==> config.mk <==
export PLATFORM = sky130hd
export DESIGN_NAME = lieg_gate
export DESIGN_NICKNAME = d
export VERILOG_FILES = /design/src/lieg_pkg.sv /design/src/lieg_gate.sv
export SDC_FILE = /design/constraint.sdc
export NUM_CORES = 1
export LEC_CHECK = 0
export BUFFER_PORTS_ARGS = -buffer_cell sky130_fd_sc_hd__buf_2
export CAP_MARGIN = 20
export CORE_MARGIN = 10
export CORE_UTILIZATION = 58
export CTS_BUF_LIST = sky130_fd_sc_hd__clkbuf_2 sky130_fd_sc_hd__clkbuf_4 sky130_fd_sc_hd__clkbuf_8
export DETAILED_ROUTE_END_ITERATION = 10
export GPL_TIMING_DRIVEN = 0
export PLACE_DENSITY = 0.82
export SYNTH_ARGS = -nofsm -noshare
export SYNTH_HDL_FRONTEND = slang
export SYNTH_SLANG_ARGS = --single-unit
==> constraint.sdc <==
create_clock -name clock -period 2.7 [get_ports clock]
set_input_delay 0.27 -clock clock [delete_from_list [all_inputs] [get_ports clock]]
set_output_delay 0.27 -clock clock [all_outputs]
set_load 0.01 [all_outputs]
==> src/lieg_pkg.sv <==
package lieg_pkg;

	// register byte offsets over the APB window
	localparam logic [7:0] OFS_SOURCE_ENABLES = 8'h00;
	localparam logic [7:0] OFS_OUTPUT_ENABLES = 8'h04;
	localparam logic [7:0] OFS_STATUS         = 8'h08;
	localparam logic [7:0] OFS_CLEAR          = 8'h0C;

	// field positions
	localparam int POS_DMA1       = 25;
	localparam int POS_DMA0       = 24;
	localparam int POS_LOCMON_HI  = 23;
	localparam int POS_LOCMON_LO  = 20;
	localparam int POS_MAILBOX_HI = 19;
	localparam int POS_MAILBOX_LO = 16;
	localparam int POS_HOST_ERR   = 13;
	localparam int POS_BP_ERR     = 12;
	localparam int POS_BP_EDGE    = 11;
	localparam int POS_ACK_CYCLE  = 10;
	localparam int POS_SYS_FAIL   = 9;
	localparam int POS_PWR_FAIL   = 8;
	localparam int POS_LEVEL_HI   = 7;
	localparam int POS_LEVEL_LO   = 1;

	// implemented bits; everything else is reserved and reads zero
	localparam logic [31:0] IMPL_MASK = 32'h03FF_3FFE;

	localparam logic [31:0] RST_SOURCE_ENABLES = 32'h0000_0000;
	localparam logic [31:0] RST_OUTPUT_ENABLES = 32'h0000_0000;
	localparam logic [31:0] RST_STATUS         = 32'h0000_0000;

	typedef struct packed {
		logic [1:0] dma;
		logic [3:0] locmon;
		logic [3:0] mailbox;
		logic       hostBusErr;
		logic       backplaneErr;
		logic       backplaneEdge;
		logic       ackCycle;
		logic       systemFail;
		logic       powerFail;
		logic [7:1] vmeLevel;
	} lieg_sources_t;

	typedef struct packed {
		logic        psel;
		logic        penable;
		logic        pwrite;
		logic [7:0]  paddr;
		logic [31:0] pwdata;
	} lieg_apb_req_t;

	typedef struct packed {
		logic        pready;
		logic [31:0] prdata;
		logic        pslverr;
	} lieg_apb_rsp_t;

endpackage

==> src/lieg_gate.sv <==
`timescale 1ns/1ps
// Function
// (RQ1) enable bits 25 and 24 for DMA channels 1 and 0
// (RQ2) enable bits 23 down to 20 for location monitors 3..0
// (RQ3) enable bits 19 down to 16 for mailboxes 3..0
// (RQ4) host bus error enable bit 13, backplane error enable bit 12
// (RQ5) backplane edge enable bit 11, ack cycle enable bit 10
// (RQ6) system fail enable bit 9, power fail enable bit 8
// (RQ7) enabled source status follows its interrupt condition
// (RQ8) local interrupt only when source enabled and its output enable set
// (RQ9) software polls by enabling source, clearing output enable, reading status
// (RQ10) enable bits 7 down to 1 let status track backplane levels 7..1
// (RQ11) disabled source never sets status or interrupt; enables reset zero; reserved read zero
module lieg_gate
(
	input  wire logic                   clock,
	input  wire logic                   rstn,
	input  wire lieg_pkg::lieg_apb_req_t apbReq,
	output      lieg_pkg::lieg_apb_rsp_t apbRsp,
	input  wire lieg_pkg::lieg_sources_t sourcesAsync,
	output      logic                   localIrq
);
	import lieg_pkg::*;

	logic [31:0] interrupt_source_enables;
	logic [31:0] interrupt_output_enables;
	logic [31:0] irqStatus;
	logic [31:0] syncStage1;
	logic [31:0] syncStage2;
	logic [31:0] srcVec;
	logic [31:0] next_status;
	logic        wrAccess;
	logic        rdAccess;
	logic        mapped;
	logic [31:0] rdData;

	////////////////////////////////////////////////////////////////////////////
	// source mapping and synchronisers
	always_comb
	begin
		srcVec = 32'h0000_0000;
		srcVec[POS_DMA1:POS_DMA0] = sourcesAsync.dma;
		srcVec[POS_LOCMON_HI:POS_LOCMON_LO] = sourcesAsync.locmon;
		srcVec[POS_MAILBOX_HI:POS_MAILBOX_LO] = sourcesAsync.mailbox;
		srcVec[POS_HOST_ERR] = sourcesAsync.hostBusErr;
		srcVec[POS_BP_ERR] = sourcesAsync.backplaneErr;
		srcVec[POS_BP_EDGE] = sourcesAsync.backplaneEdge;
		srcVec[POS_ACK_CYCLE] = sourcesAsync.ackCycle;
		srcVec[POS_SYS_FAIL] = sourcesAsync.systemFail;
		srcVec[POS_PWR_FAIL] = sourcesAsync.powerFail;
		srcVec[POS_LEVEL_HI:POS_LEVEL_LO] = sourcesAsync.vmeLevel;
	end

	// sources come from other logic and from pins: always two flops
	always_ff @(posedge clock or negedge rstn)
	begin
		if (!rstn)
		begin
			syncStage1 <= 32'h0000_0000;
			syncStage2 <= 32'h0000_0000;
		end
		else
		begin
			syncStage1 <= srcVec;
			syncStage2 <= syncStage1;
		end
	end

	////////////////////////////////////////////////////////////////////////////
	// apb decode
	assign wrAccess = apbReq.psel && apbReq.penable && apbReq.pwrite;
	assign rdAccess = apbReq.psel && !apbReq.pwrite && !apbReq.penable;
	assign mapped = apbReq.paddr == OFS_SOURCE_ENABLES || apbReq.paddr == OFS_OUTPUT_ENABLES
		|| apbReq.paddr == OFS_STATUS || apbReq.paddr == OFS_CLEAR;

	////////////////////////////////////////////////////////////////////////////
	// enable registers
	always_ff @(posedge clock or negedge rstn)
	begin
		if (!rstn)
		begin
			interrupt_source_enables <= RST_SOURCE_ENABLES;
		end
		// (RQ1) (RQ2) (RQ3) (RQ4) (RQ5) (RQ6) (RQ10) writable enables
		// (RQ11) reserved bits held zero
		else if (wrAccess && apbReq.paddr == OFS_SOURCE_ENABLES)
		begin
			interrupt_source_enables <= apbReq.pwdata & IMPL_MASK;
		end
	end

	always_ff @(posedge clock or negedge rstn)
	begin
		if (!rstn)
		begin
			interrupt_output_enables <= RST_OUTPUT_ENABLES;
		end
		else if (wrAccess && apbReq.paddr == OFS_OUTPUT_ENABLES)
		begin
			interrupt_output_enables <= apbReq.pwdata & IMPL_MASK;
		end
	end

	////////////////////////////////////////////////////////////////////////////
	// status: sticky while enabled, set wins over a same-cycle clear
	always_comb
	begin
		next_status = irqStatus;
		if (wrAccess && apbReq.paddr == OFS_CLEAR)
		begin
			next_status = next_status & ~apbReq.pwdata;
		end
		// (RQ7) (RQ10) enabled status tracks source
		next_status = next_status | (syncStage2 & interrupt_source_enables);
		// (RQ11) disabled source cannot hold status
		next_status = next_status & interrupt_source_enables & IMPL_MASK;
	end

	always_ff @(posedge clock or negedge rstn)
	begin
		if (!rstn)
		begin
			irqStatus <= RST_STATUS;
		end
		else
		begin
			irqStatus <= next_status;
		end
	end

	////////////////////////////////////////////////////////////////////////////
	// interrupt output, registered
	always_ff @(posedge clock or negedge rstn)
	begin
		if (!rstn)
		begin
			localIrq <= 1'b0;
		end
		// (RQ8) (RQ9) gate by output enables
		else
		begin
			localIrq <= |(next_status & interrupt_output_enables);
		end
	end

	////////////////////////////////////////////////////////////////////////////
	// read data; registered in setup so the access phase answers at once
	always_comb
	begin
		case (apbReq.paddr)
			OFS_SOURCE_ENABLES: rdData = interrupt_source_enables;
			OFS_OUTPUT_ENABLES: rdData = interrupt_output_enables;
			OFS_STATUS:         rdData = irqStatus;
			default:            rdData = 32'h0000_0000;
		endcase
	end

	always_ff @(posedge clock or negedge rstn)
	begin
		if (!rstn)
		begin
			apbRsp <= '0;
		end
		else
		begin
			apbRsp.pready <= apbReq.psel && !apbReq.penable;
			apbRsp.pslverr <= apbReq.psel && !apbReq.penable && !mapped;
			if (rdAccess)
			begin
				apbRsp.prdata <= rdData;
			end
		end
	end

endmodule

# Yosys cells after proc, flatten, opt, wreduce, memory -nomap -nowiden
# Cells that the tools add are included.
totals:
  out_inout_bits: 35
  in_bits: 68
  reg_bits: 150
  wordCells: 37
op_classes:
  mux: 2
  bitwise: 6
  n_reduce_logical: 17
  n_eq_ne: 3
ops:
  columns: ["op", "n"]
  rows:
  - ["26-bit bitwise AND", 4]
  - ["26-bit one-hot mux with 3 select lines", 1]
  - ["32-bit OR reduction", 1]
  - ["26-bit 2-to-1 mux", 1]
  - ["26-bit inverter", 1]
  - ["26-bit bitwise OR", 1]
  - ["8-bit by 4-bit equality test with 1-bit output, second input constant", 2]
  - ["1-bit logical AND", 9]
  - ["8-bit by 3-bit equality test with 1-bit output, second input constant", 1]
  - ["8-bit logical NOT", 1]
  - ["1-bit logical NOT", 3]
  - ["1-bit logical OR", 3]

# Logic depth before layout (Yosys ltp)
# Gate-level depths: netlist (run 1).
depth:
  ltp_word: 8
  depth_mapped: 8

# Least setup slack after synthesis (run 1)
# No wires, ideal clock.
synth_timing:
  path_kind: "input to register"
  startpoint: "in apbReq[39] (netlist name)"
  endpoint: "reg interrupt_output_enables[10]"
  n_path_buf: 2
  path_stages: 6
  required_time_ns: 2.575
  setup_slack_ns: 0.458
  arrival_time_ns: 2.117
  setup_ns: 0.125
  cell_sequence: "or4_4 or2_1 or4_1 buf_2 buf_6 mux2_4"
synth_via:
  elab_chain_cells: 2
synth_rtl:
  columns: ["item", "line", "rtl"]
  rows:
  - ["from (decl)", "lieg_gate.sv:18", "input wire lieg_pkg::lieg_apb_req_t apbReq,"]
  - ["8-bit by 3-bit equality test with 1-bit output", "lieg_gate.sv:98", "else if (wrAccess && apbReq.paddr == OFS_OUTPUT_ENABLES)"]
  - ["1-bit logical AND", "lieg_gate.sv:98", null]
  - ["to (signal assigned)", "lieg_gate.sv:100", "interrupt_output_enables <= apbReq.pwdata & IMPL_MASK;"]
  - ["to (decl)", "lieg_gate.sv:26", "logic [31:0] interrupt_output_enables;"]
# Every way passes these cells.
# A chain may end at the register's enable or synchronous reset.

# Final worst setup path (run 1)
layout_timing:
  startpoint: "reg interrupt_source_enables[22]"
  endpoint: "reg localIrq"
layout_via:
  elab_chain_cells: 5
layout_rtl:
  columns: ["item", "line", "rtl"]
  rows:
  - ["from (decl)", "lieg_gate.sv:25", "logic [31:0] interrupt_source_enables;"]
  - ["from (signal assigned)", "lieg_gate.sv:88", "interrupt_source_enables <= apbReq.pwdata & IMPL_MASK;"]
  - ["26-bit bitwise AND", "lieg_gate.sv:114", "next_status = next_status | (syncStage2 & interrupt_source_enables);"]
  - ["26-bit bitwise OR", "lieg_gate.sv:114", null]
  - ["26-bit bitwise AND (*)", "lieg_gate.sv:116", "next_status = next_status & interrupt_source_enables & IMPL_MASK;"]
  - ["26-bit bitwise AND (*)", "lieg_gate.sv:142", "localIrq <= |(next_status & interrupt_output_enables);"]
  - ["32-bit OR reduction (*)", "lieg_gate.sv:142", null]
  - ["to (signal assigned)", "lieg_gate.sv:142", null]
  - ["to (decl)", "lieg_gate.sv:21", "output logic localIrq"]
# Mark *: on every way between the ends. The rest lies on a longest branch, timed or not.

==> results.ini, run 1 <==
[route]
postRouteAntennaNets = 0
wl_per_cell_um = 18.68
via_per_inst = 5.610
routed_wl_um = 13930
drtIter0Drc = 325
drt_pre_antenna_iters = 5
num_vias = 4185
drcViolationCount = 0

[layout]
final_area_um2 = 7094
seq_area_um2 = 3528
final_util = 0.7292
final_cell_mix = 141 x dfrtp_1, 85 x buf_2, 46 x nand2_1, 39 x nand3_1
final_nets = 666
num-fill-cells = 665
final_common_cell = dfrtp_1
area_delta_synth_final_pct = 22.49
drive_above_1_share = 0.2946
multi_input_area_um2 = 2125

[setup_path]
path_cells = nand3_1, nand4_1, or4_1, nor4_1, nand3_1, or4_1
regToRegStartpoint = interrupt_source_enables[22]$_DFFE_PN0P_
critPathLaunch = interrupt_source_enables[22]$_DFFE_PN0P_
crit_type = reg -> reg
worstPathMaxFanout = 5
worst_path_max_delay_cell = or4_1
rrSetupSlack_ns = 0.37
crit_arrival_ns = 2.65
r2r_cells = 6
worstPathRequired_ns = 3.02
cp-start-kind = flip-flop
worstSetupEndpointType = flip-flop
cp-endpoint = localIrq$_DFF_PN0_
critPathMaxStageDelay_ns = 0.57
r2r-end = localIrq$_DFF_PN0_

[placed_design]
gp_congestion = 0.8854
placed_cell_area_um2 = 6437
dpl.hpwl_um = 9717
dpl_worst_slack_ns = 0.01136
port-buffer-count = 83

[floorplanning]
dieHeight_um = 119.9
rows = 36
die_area_um2 = 14380
ioPinCount = 103
die_x_um = 119.9
start_util = 0.5953
core_area_um2 = 9729

[yosys]
synth-seq-cells = 141
async_flop_share = 1.000
syn-cell-area_um2 = 5792
synth_flop_cell = dfrtp_1
avgSynthCellArea_um2 = 12.54
ys_seq_area_frac = 0.6092
synth-edff-count = 0
synthCells = 462
yosysWarnings = 0
ys_types = 42

[power]
swShare = 0.2360
seq_power_share = 0.535
p_int_w = 0.003131
power_leakage_nw = 3.491
max-vdd-ir-drop_mv = 0.5422
switching_power_w = 0.0009675
combPwrFrac = 0.055
clock_power_share = 0.411
power_density_nw_per_um2 = 577.8

[sta]
max_freq_mhz = 429.3
worst_slack_ns = 0.3708
slew_violations = 0
grt_setup_unrepaired = false
max_slew_margin = 0.4520
final.period_utilization = 0.8627
report.final.hold_viol_count = 0
tightest_slew_ns = 0.8220
whs_ns = 0.06724
fin_worst_skew_ns = 0.007708
tns_ns = 0
finalSetupViolations = 0
min_period_ns = 2.329

[clock_network]
clk_pin_slew_ns = 0.07
clockRootBuffer = clkbuf_8
numCtsBuffers = 17
cts_tree = built
h-tree-depth = 4
cts_max_path_buffers = 2
worstSkewPairLatency_ns = 0.45
cts.sink_count = 141
ctsResizeCount = 0

[outcome]
status = complete, no violations

[grt]
grt_pass1_wl_um = 22290
grt_pass1_vias = 4403
antenna_found_initial = 1
grt_max_degree = 105
gr-total-overflow = 0
grt_util_all_layers = 0.1972

[worst_hold_path]
hold_class = in -> reg

[job]
maxCapViolCount = 0

cell type report:
cell class / instances / area share
antenna: 2 / 0.0007055
clock inverter: 13 / 0.01975
buffer: 28 / 0.02275
tap: 133 / 0.02346
clock buffer: 19 / 0.03686
sequential: 141 / 0.4974
timing repair buffer: 109 / 0.09859
inverter: 2 / 0.001058
multi-input combinational: 299 / 0.2995
synthesized netlist by cell type, drive strengths merged (3+ instances only):
cell type,count,area [um^2]
a22o,23,201.4
dfrtp,141,3528
nor2b,22,137.6
and2,3,18.77
or4,4,33.78
nand4,12,75.07
mux2i,23,230.2
mux2,46,593.1
buf,17,120.1
clkbuf,11,41.29
a21oi,21,105.1
nor4,3,40.04
o21ai,26,130.1
nand2,46,172.7
nand3,39,195.2
o22ai,3,18.77
metrics by stage:
| step | cells | power (W) |
|---|---|---|
| floorplan | 470 | 0.002298 |
| global placement | 686 | 0.002412 |
| detailed placement | 687 | 0.002427 |
| CTS | 744 | 0.004127 |
| global route | 745 | 0.004259 |
| finish | 746 | 0.004099 |
what timing repair did:
action / 4_1_cts / 5_1_grt
setup buffers: 0 / 0
hold buffers: 25 / 0
hold endpoints to repair: 61 / 0
layer usage:
layer	routed length (um)	global-route usage	vias to the layer above
met4	387	0.09804	0
met2	6774	0.3143	151
met1	5626	0.2292	2071
met3	1144	0.07548	35
met5	0	0	-
li1	-	-	1928
cell families after synthesis:
kind of cell	share of synthesized area
mux	0.1421
simple gates	0.1253
compound gates	0.09354
buf+inv	0.02916
flops	0.6092
other cells	0.0006475
sequential cells by signal (all words and copies together), names as in the netlist:
signal,count
localIrq,1
irqStatus,23
interrupt_source_enables,23
syncStage1,23
interrupt_output_enables,23
apbRsp,25
syncStage2,23
worst min-delay path by stage:
stage                              from                  endpoint  slack [ns]  depth (start not counted)
6_report                     apbReq[25]   irqStatus[25]$_DFF_PN0_        0.07                          2
5_1_grt                      apbReq[25]   irqStatus[25]$_DFF_PN0_        0.05                          2
4_1_cts                      apbReq[25]   irqStatus[25]$_DFF_PN0_        0.03                          2
3_5_place_dp                       rstn  syncStage1[11]$_DFF_PN0_        0.19                          1
3_3_place_gp   syncStage1[12]$_DFF_PN0_  syncStage2[12]$_DFF_PN0_        0.33                          0
2_1_floorplan                      rstn       apbRsp[0]$_DFF_PN0_       -0.03                          0
critical path: cells and delay by family (launching register included):
| family | cells | cell delay, ns |
|---|---|---|
| DFF | 1 | 0.42 |
| and+or+nand+nor | 6 | 1.78 |
power by group through the flow:
| stage | clock (W) | combinational [W] | sequential [W] |
|---|---|---|---|
| 5_1_grt | 0.00182 | 0.000248 | 0.00220 |
| 3_5_place_dp | 0 | 0.000196 | 0.00223 |
| 6_report | 0.00168 | 0.000224 | 0.00219 |
| 2_1_floorplan | 0 | 0.0000757 | 0.00222 |
| 4_1_cts | 0.00171 | 0.000225 | 0.00219 |
| 3_3_place_gp | 0 | 0.000184 | 0.00223 |
Note: power is estimated with default switching activity, not from simulation.
==> run 2, diff against run 1 <==
- CORE_UTILIZATION: 58 -> 62
- CTS_BUF_LIST: sky130_fd_sc_hd__clkbuf_2 sky130_fd_sc_hd__clkbuf_4 sky130_fd_sc_hd__clkbuf_8 -> sky130_fd_sc_hd__clkbuf_8
- GPL_ROUTABILITY_DRIVEN: default -> 0
- PLACE_DENSITY: 0.82 -> 0.87
- clock period: 2.7 -> 2.8 ns (I/O delays scaled with it)
==> results.ini, run 2 (same netlist as run 1, synthesis figures left out) <==
[outcome]
status = complete, no violations

[floorplanning]
ioPinCount = 103  ; unchanged
die_area_um2 = 13610  ; -5.4%
rows = 35  ; -2.8%
core_area_um2 = 9153  ; -5.9%
start_util = 0.6328  ; +0.03752
dieHeight_um = 116.7  ; -2.7%
die_x_um = 116.7  ; -2.7%

[layout]
final_common_cell = dfrtp_1
final_nets = 665  ; -0.15%
final_util = 0.7721  ; +0.04295
drive_above_1_share = 0.2928  ; -0.001836
final_cell_mix = 141 x dfrtp_1, 85 x buf_2, 46 x nand2_1, 39 x nand3_1
largest_reg_flops = 25  ; unchanged
area_delta_synth_final_pct = 22.01
final_area_um2 = 7067  ; -0.39%
top_register = apbRsp

[setup_path]
rrSetupSlack_ns = 0.50  ; +0.12 ns
cp_num_buf_inv = 0  ; unchanged
critPathMaxStageDelay_ns = 0.58  ; about the same
crit_arrival_ns = 2.62  ; -0.03 ns
worstPathMaxFanout = 5  ; unchanged
crit_family = simple AND/OR/NAND/NOR gates
crit_type = reg -> reg
worstPathRequired_ns = 3.12  ; +0.10 ns
path_cells = nand3_1, nand4_1, or4_1, nor4_1, nand3_1, or4_1
worstSetupEndpointType = flip-flop
cp-start-kind = flip-flop
worst_path_max_delay_cell = or4_1

[grt]
grt_util_all_layers = 0.2191  ; +0.02189
antenna_found_initial = 1  ; unchanged
gr-total-overflow = 0  ; unchanged
grt_max_degree = 72  ; -31%
grt_pass1_vias = 4579  ; +4.0%
grt_pass1_wl_um = 22850  ; +2.5%

[sta]
finalSetupViolations = 0  ; unchanged
max_slew_margin = 0.4200  ; -0.03195
fin_worst_skew_ns = 0.008050  ; +0.0003423 ns
min_period_ns = 2.304  ; -0.02499 ns
grt_setup_unrepaired = false
tns_ns = 0  ; unchanged
report.final.hold_viol_count = 0  ; unchanged
max_freq_mhz = 434.0  ; +1.1%
final.period_utilization = 0.8230  ; -0.03973
worst_slack_ns = 0.4957  ; +0.1250 ns
whs_ns = 0.02377  ; -0.04347 ns
tightest_slew_ns = 0.8699  ; +0.04793 ns
slew_violations = 0  ; unchanged

[power]
power_density_nw_per_um2 = 569.6  ; -1.4%
max-vdd-ir-drop_mv = 0.5746  ; +6.0%
seq_power_share = 0.525  ; -0.010
swShare = 0.2244  ; -0.01168
combPwrFrac = 0.054  ; about the same
switching_power_w = 0.0009031  ; -6.7%
clock_power_share = 0.421  ; +0.010
p_int_w = 0.003122  ; -0.29%
power_leakage_nw = 3.503  ; +0.35%

[clock_network]
cts_max_path_buffers = 2  ; unchanged
clockRootBuffer = clkbuf_8
ctsResizeCount = 0  ; unchanged
h-tree-depth = 4  ; unchanged
ctsHoldBuffers = 24  ; -4.0%
clk_pin_slew_ns = 0.08  ; about the same
cts.sink_count = 141  ; unchanged
worstSkewPairLatency_ns = 0.45  ; about the same
cts_setup_buffers = 0  ; unchanged
numCtsBuffers = 17  ; unchanged
cts_tree = built

[placed_design]
port-buffer-count = 83  ; unchanged
dpl.hpwl_um = 9929  ; +2.2%
dpl_worst_slack_ns = 0.1036  ; +0.09224 ns
placed_cell_area_um2 = 6410  ; -0.43%

[job]
maxCapViolCount = 0  ; unchanged

[worst_hold_path]
hold_class = in -> reg

[route]
via_per_inst = 5.996  ; +6.9%
routed_wl_um = 14260  ; +2.4%
wl_per_cell_um = 19.81  ; +6.1%
postRouteAntennaNets = 0  ; unchanged
drcViolationCount = 0  ; unchanged
drt_pre_antenna_iters = 6  ; +1
num_vias = 4317  ; +3.2%
drtIter0Drc = 373  ; +15%

[run 2: cell count changes in the layout (fill, tap and decap cells not counted), sizes merged]
| cell | change |
|---|---|
| bufinv | +1 |
| clkbuf | +1 |
| clkinvlp | -3 |
| diode | -1 |
| dlygate4sd3 | -1 |
| inv | -1 |
[run 2: area by class of cell]
type                            instances  area [um^2]
Sequential cell                       141         3528
Timing Repair Buffer                  108        689.4
Clock inverter                         10        138.9
Multi-Input combinational cell        299         2125
Tap cell                              111        138.9
Buffer                                 28        161.4
Clock buffer                           20        275.3
Antenna cell                            1        2.502
Inverter                                2        7.507
Fill cell                             570         2086
[run 2: path summary, 6_finish.rpt]
path / startpoint / end / depth (start not counted)
max in group asynchronous: rstn / syncStage1[23]$_DFF_PN0_ / 3
setup reg to reg: interrupt_source_enables[22]$_DFFE_PN0P_ / localIrq$_DFF_PN0_ / 6
hold reg to reg: syncStage1[18]$_DFF_PN0_ / syncStage2[18]$_DFF_PN0_ / 0
setup / recovery: interrupt_source_enables[22]$_DFFE_PN0P_ / localIrq$_DFF_PN0_ / 6
hold / removal: apbReq[41] / apbRsp[33]$_DFF_PN0_ / 2
min in group asynchronous: rstn / irqStatus[3]$_DFF_PN0_ / 2
[run 2: power groups by stage]
stage | logic (W) | registers, W | clock network, W
2_1_floorplan | 0.0000730 | 0.00214 | 0
3_3_place_gp | 0.000177 | 0.00215 | 0
3_5_place_dp | 0.000190 | 0.00215 | 0
4_1_cts | 0.000217 | 0.00211 | 0.00171
5_1_grt | 0.000240 | 0.00212 | 0.00181
6_report | 0.000218 | 0.00211 | 0.00169
[run 2: routing by layer]
metal	vias to the layer above	GRT usage	wire (um)
met5	-	0	0
met4	0	0.09308	333
met3	39	0.06831	1151
met2	189	0.3665	7203
met1	2167	0.2560	5575
li1	1922	-	-
[run 2: per-stage QoR]
step	power, W	cells
finish	0.004025	720
global placement	0.002325	664
detailed placement	0.002341	665
CTS	0.004043	719
global route	0.004172	720
floorplan	0.002216	470
==> run 3, diff against run 2 <==
- CORE_UTILIZATION: 62 -> 58
- PLACE_DENSITY: 0.87 -> 0.82
- clock period: 2.8 -> 2.3 ns (I/O delays scaled with it)
==> results.ini, run 3 (same netlist as run 1, synthesis figures left out) <==
[layout]
final_common_cell = dfrtp_1
top_register = apbRsp
seq_area_um2 = 3528  ; unchanged
final_nets = 677  ; +1.8%
num-fill-cells = 642  ; +13%
multi_input_area_um2 = 2180  ; +2.6%
final_cell_mix = 141 x dfrtp_1, 85 x buf_2, 46 x nand2_1, 34 x nand3_1, 26 x dlygate4sd3_1
area_delta_synth_final_pct = 24.93
final_area_um2 = 7236  ; +2.4%
largest_reg_flops = 25  ; unchanged
drive_above_1_share = 0.3199  ; +0.02717

[route]
drtIter0Drc = 288  ; -23%
drcViolationCount = 0  ; unchanged
postRouteAntennaNets = 0  ; unchanged
drt_pre_antenna_iters = 5  ; -1
routed_wl_um = 14310  ; +0.32%
via_per_inst = 5.656  ; -5.7%
num_vias = 4276  ; -0.95%
wl_per_cell_um = 18.93  ; -4.5%

[power]
power_leakage_nw = 3.559  ; +1.6%
p_total_w = 0.004840  ; +20%
p_int_w = 0.003679  ; +18%
swShare = 0.2398  ; +0.01547
seq_power_share = 0.532  ; +0.007
switching_power_w = 0.001161  ; +29%
combPwrFrac = 0.056  ; +0.002
power_density_nw_per_um2 = 668.9  ; +17%
clock_power_share = 0.413  ; -0.008
max-vdd-ir-drop_mv = 0.6825  ; +19%

[worst_hold_path]
hold_end = interrupt_source_enables[6]$_DFFE_PN0P_
hold_start = apbReq[6]
whs_path_depth = 2  ; unchanged
hold_class = in -> reg

[sta]
tns_ns = 0  ; unchanged
fin_worst_skew_ns = 0.009420  ; +0.001369 ns
final.period_utilization = 0.9643
report.final.hold_viol_count = 0  ; unchanged
max_freq_mhz = 450.9
worst_slack_ns = 0.08210  ; -0.4136 ns
max_slew_margin = 0.4329  ; +0.01287
slew_violations = 0  ; unchanged
whs_ns = 0.01890  ; -0.004869 ns
finalSetupViolations = 0  ; unchanged
grt_setup_unrepaired = false
min_period_ns = 2.218
tightest_slew_ns = 0.8506  ; -0.01931 ns

[placed_design]
dpl.hpwl_um = 9717  ; -2.1%
placed_cell_area_um2 = 6437  ; +0.43%
dpl_worst_slack_ns = -0.3486  ; -0.4522 ns
port-buffer-count = 83  ; unchanged

[setup_path]
worstPathMaxFanout = 10  ; +5
path_cells = dlygate4sd3_1, buf_2, nand3_1, nor4_4, buf_4, buf_6, o21ai_1, o21ai_0, nand3_1, or4_1
r2r-end = localIrq$_DFF_PN0_
worst_path_max_delay_cell = dlygate4sd3_1
crit_top_cell = nand3_1
cp_num_buf_inv = 4  ; +4
rrSetupSlack_ns = 0.10  ; -0.40 ns
regToRegStartpoint = interrupt_source_enables[10]$_DFFE_PN0P_
crit_family = simple AND/OR/NAND/NOR gates
crit_type = in -> reg
cp-start-kind = input pin
worstPathRequired_ns = 2.63  ; -0.49 ns
critPathMaxStageDelay_ns = 0.52  ; -0.06 ns
worstSetupEndpointType = flip-flop
r2r_cells = 6  ; unchanged
crit_arrival_ns = 2.55  ; -0.07 ns

[clock_network]
worstSkewPairLatency_ns = 0.46  ; about the same
numCtsBuffers = 17  ; unchanged
clockRootBuffer = clkbuf_8
cts_max_path_buffers = 2  ; unchanged
h-tree-depth = 4  ; unchanged
cts.sink_count = 141  ; unchanged
cts_tree = built
clk_pin_slew_ns = 0.08  ; about the same

[grt]
gr-total-overflow = 0  ; unchanged
grt_max_degree = 105  ; +46%
grt_pass1_wl_um = 22340  ; -2.3%
grt_util_all_layers = 0.1976  ; -0.02149
antenna_found_initial = 1  ; unchanged
grt_pass1_vias = 4408  ; -3.7%

[floorplanning]
start_util = 0.5953  ; -0.03752
ioPinCount = 103  ; unchanged
die_area_um2 = 14380  ; +5.7%
dieHeight_um = 119.9  ; +2.8%
die_x_um = 119.9  ; +2.8%
core_area_um2 = 9729  ; +6.3%
rows = 36  ; +2.9%

[outcome]
status = complete, no violations

[job]
maxCapViolCount = 0  ; unchanged

run 3: changes by cell type in the layout (fill, tap and decap cells not counted), sizes merged:
cell         before  now
dlygate4sd3      24   26
buf             101  111
inv               3    4
clkinvlp          1    4
bufinv            3    2
clkbuf           31   30
run 3: area by class of cell:
class | instances | share of cell area
sequential | 141 | 0.4876
multi-input combinational | 299 | 0.3012
timing repair buffer | 120 | 0.1084
clock buffer | 19 | 0.03614
tap | 133 | 0.02300
buffer | 28 | 0.02283
clock inverter | 13 | 0.01937
inverter | 2 | 0.001038
antenna | 1 | 0.0003458
run 3: per-layer routing:
| metal | vias up | routed length (um) | track usage |
|---|---|---|---|
| li1 | 1947 | - | - |
| met1 | 2136 | 5871 | 0.2295 |
| met2 | 153 | 6955 | 0.3153 |
| met3 | 40 | 1041 | 0.07548 |
| met4 | 0 | 442 | 0.09804 |
| met5 | - | 0 | 0 |
run 3: timing repair:
item | CTS | global route
hold buffers | 26 | 0
gates resized for setup | 1 | 10
pin swaps | 0 | 7
hold endpoints to repair | 62 | 0
setup endpoints to repair | 1 | 21
cloned | 0 | 0
buffers inserted | 0 | 10
run 3: worst max-delay path by stage:
| stage | end | cells after the start | from |
|---|---|---|---|
| 5_1_grt | localIrq$_DFF_PN0_ | 6 | interrupt_source_enables[10]$_DFFE_PN0P_ |
| 6_report | localIrq$_DFF_PN0_ | 10 | apbReq[41] |
| 4_1_cts | localIrq$_DFF_PN0_ | 9 | apbReq[41] |
| 3_3_place_gp | syncStage1[18]$_DFF_PN0_ | 1 | rstn |
| 3_5_place_dp | localIrq$_DFF_PN0_ | 8 | apbReq[39] |
| 2_1_floorplan | interrupt_output_enables[10]$_DFFE_PN0P_ | 6 | apbReq[39] |
run 3: metrics by stage:
step | util | std cells
2_1_floorplan | - | 470
3_3_place_gp | 0.6582 | 686
3_5_place_dp | 0.6617 | 687
4_1_cts | 0.7303 | 745
5_1_grt | 0.7437 | 756
6_report | 0.7437 | 756
run 3: power groups by stage:
stage	Sequential, W	Combinational, W	Clock, W
final	0.00257	0.000270	0.00200
after global routing	0.00258	0.000297	0.00214
after CTS	0.00257	0.000266	0.00201
after detailed placement	0.00262	0.000230	0
after global placement	0.00262	0.000216	0
after floorplan	0.00261	0.0000889	0
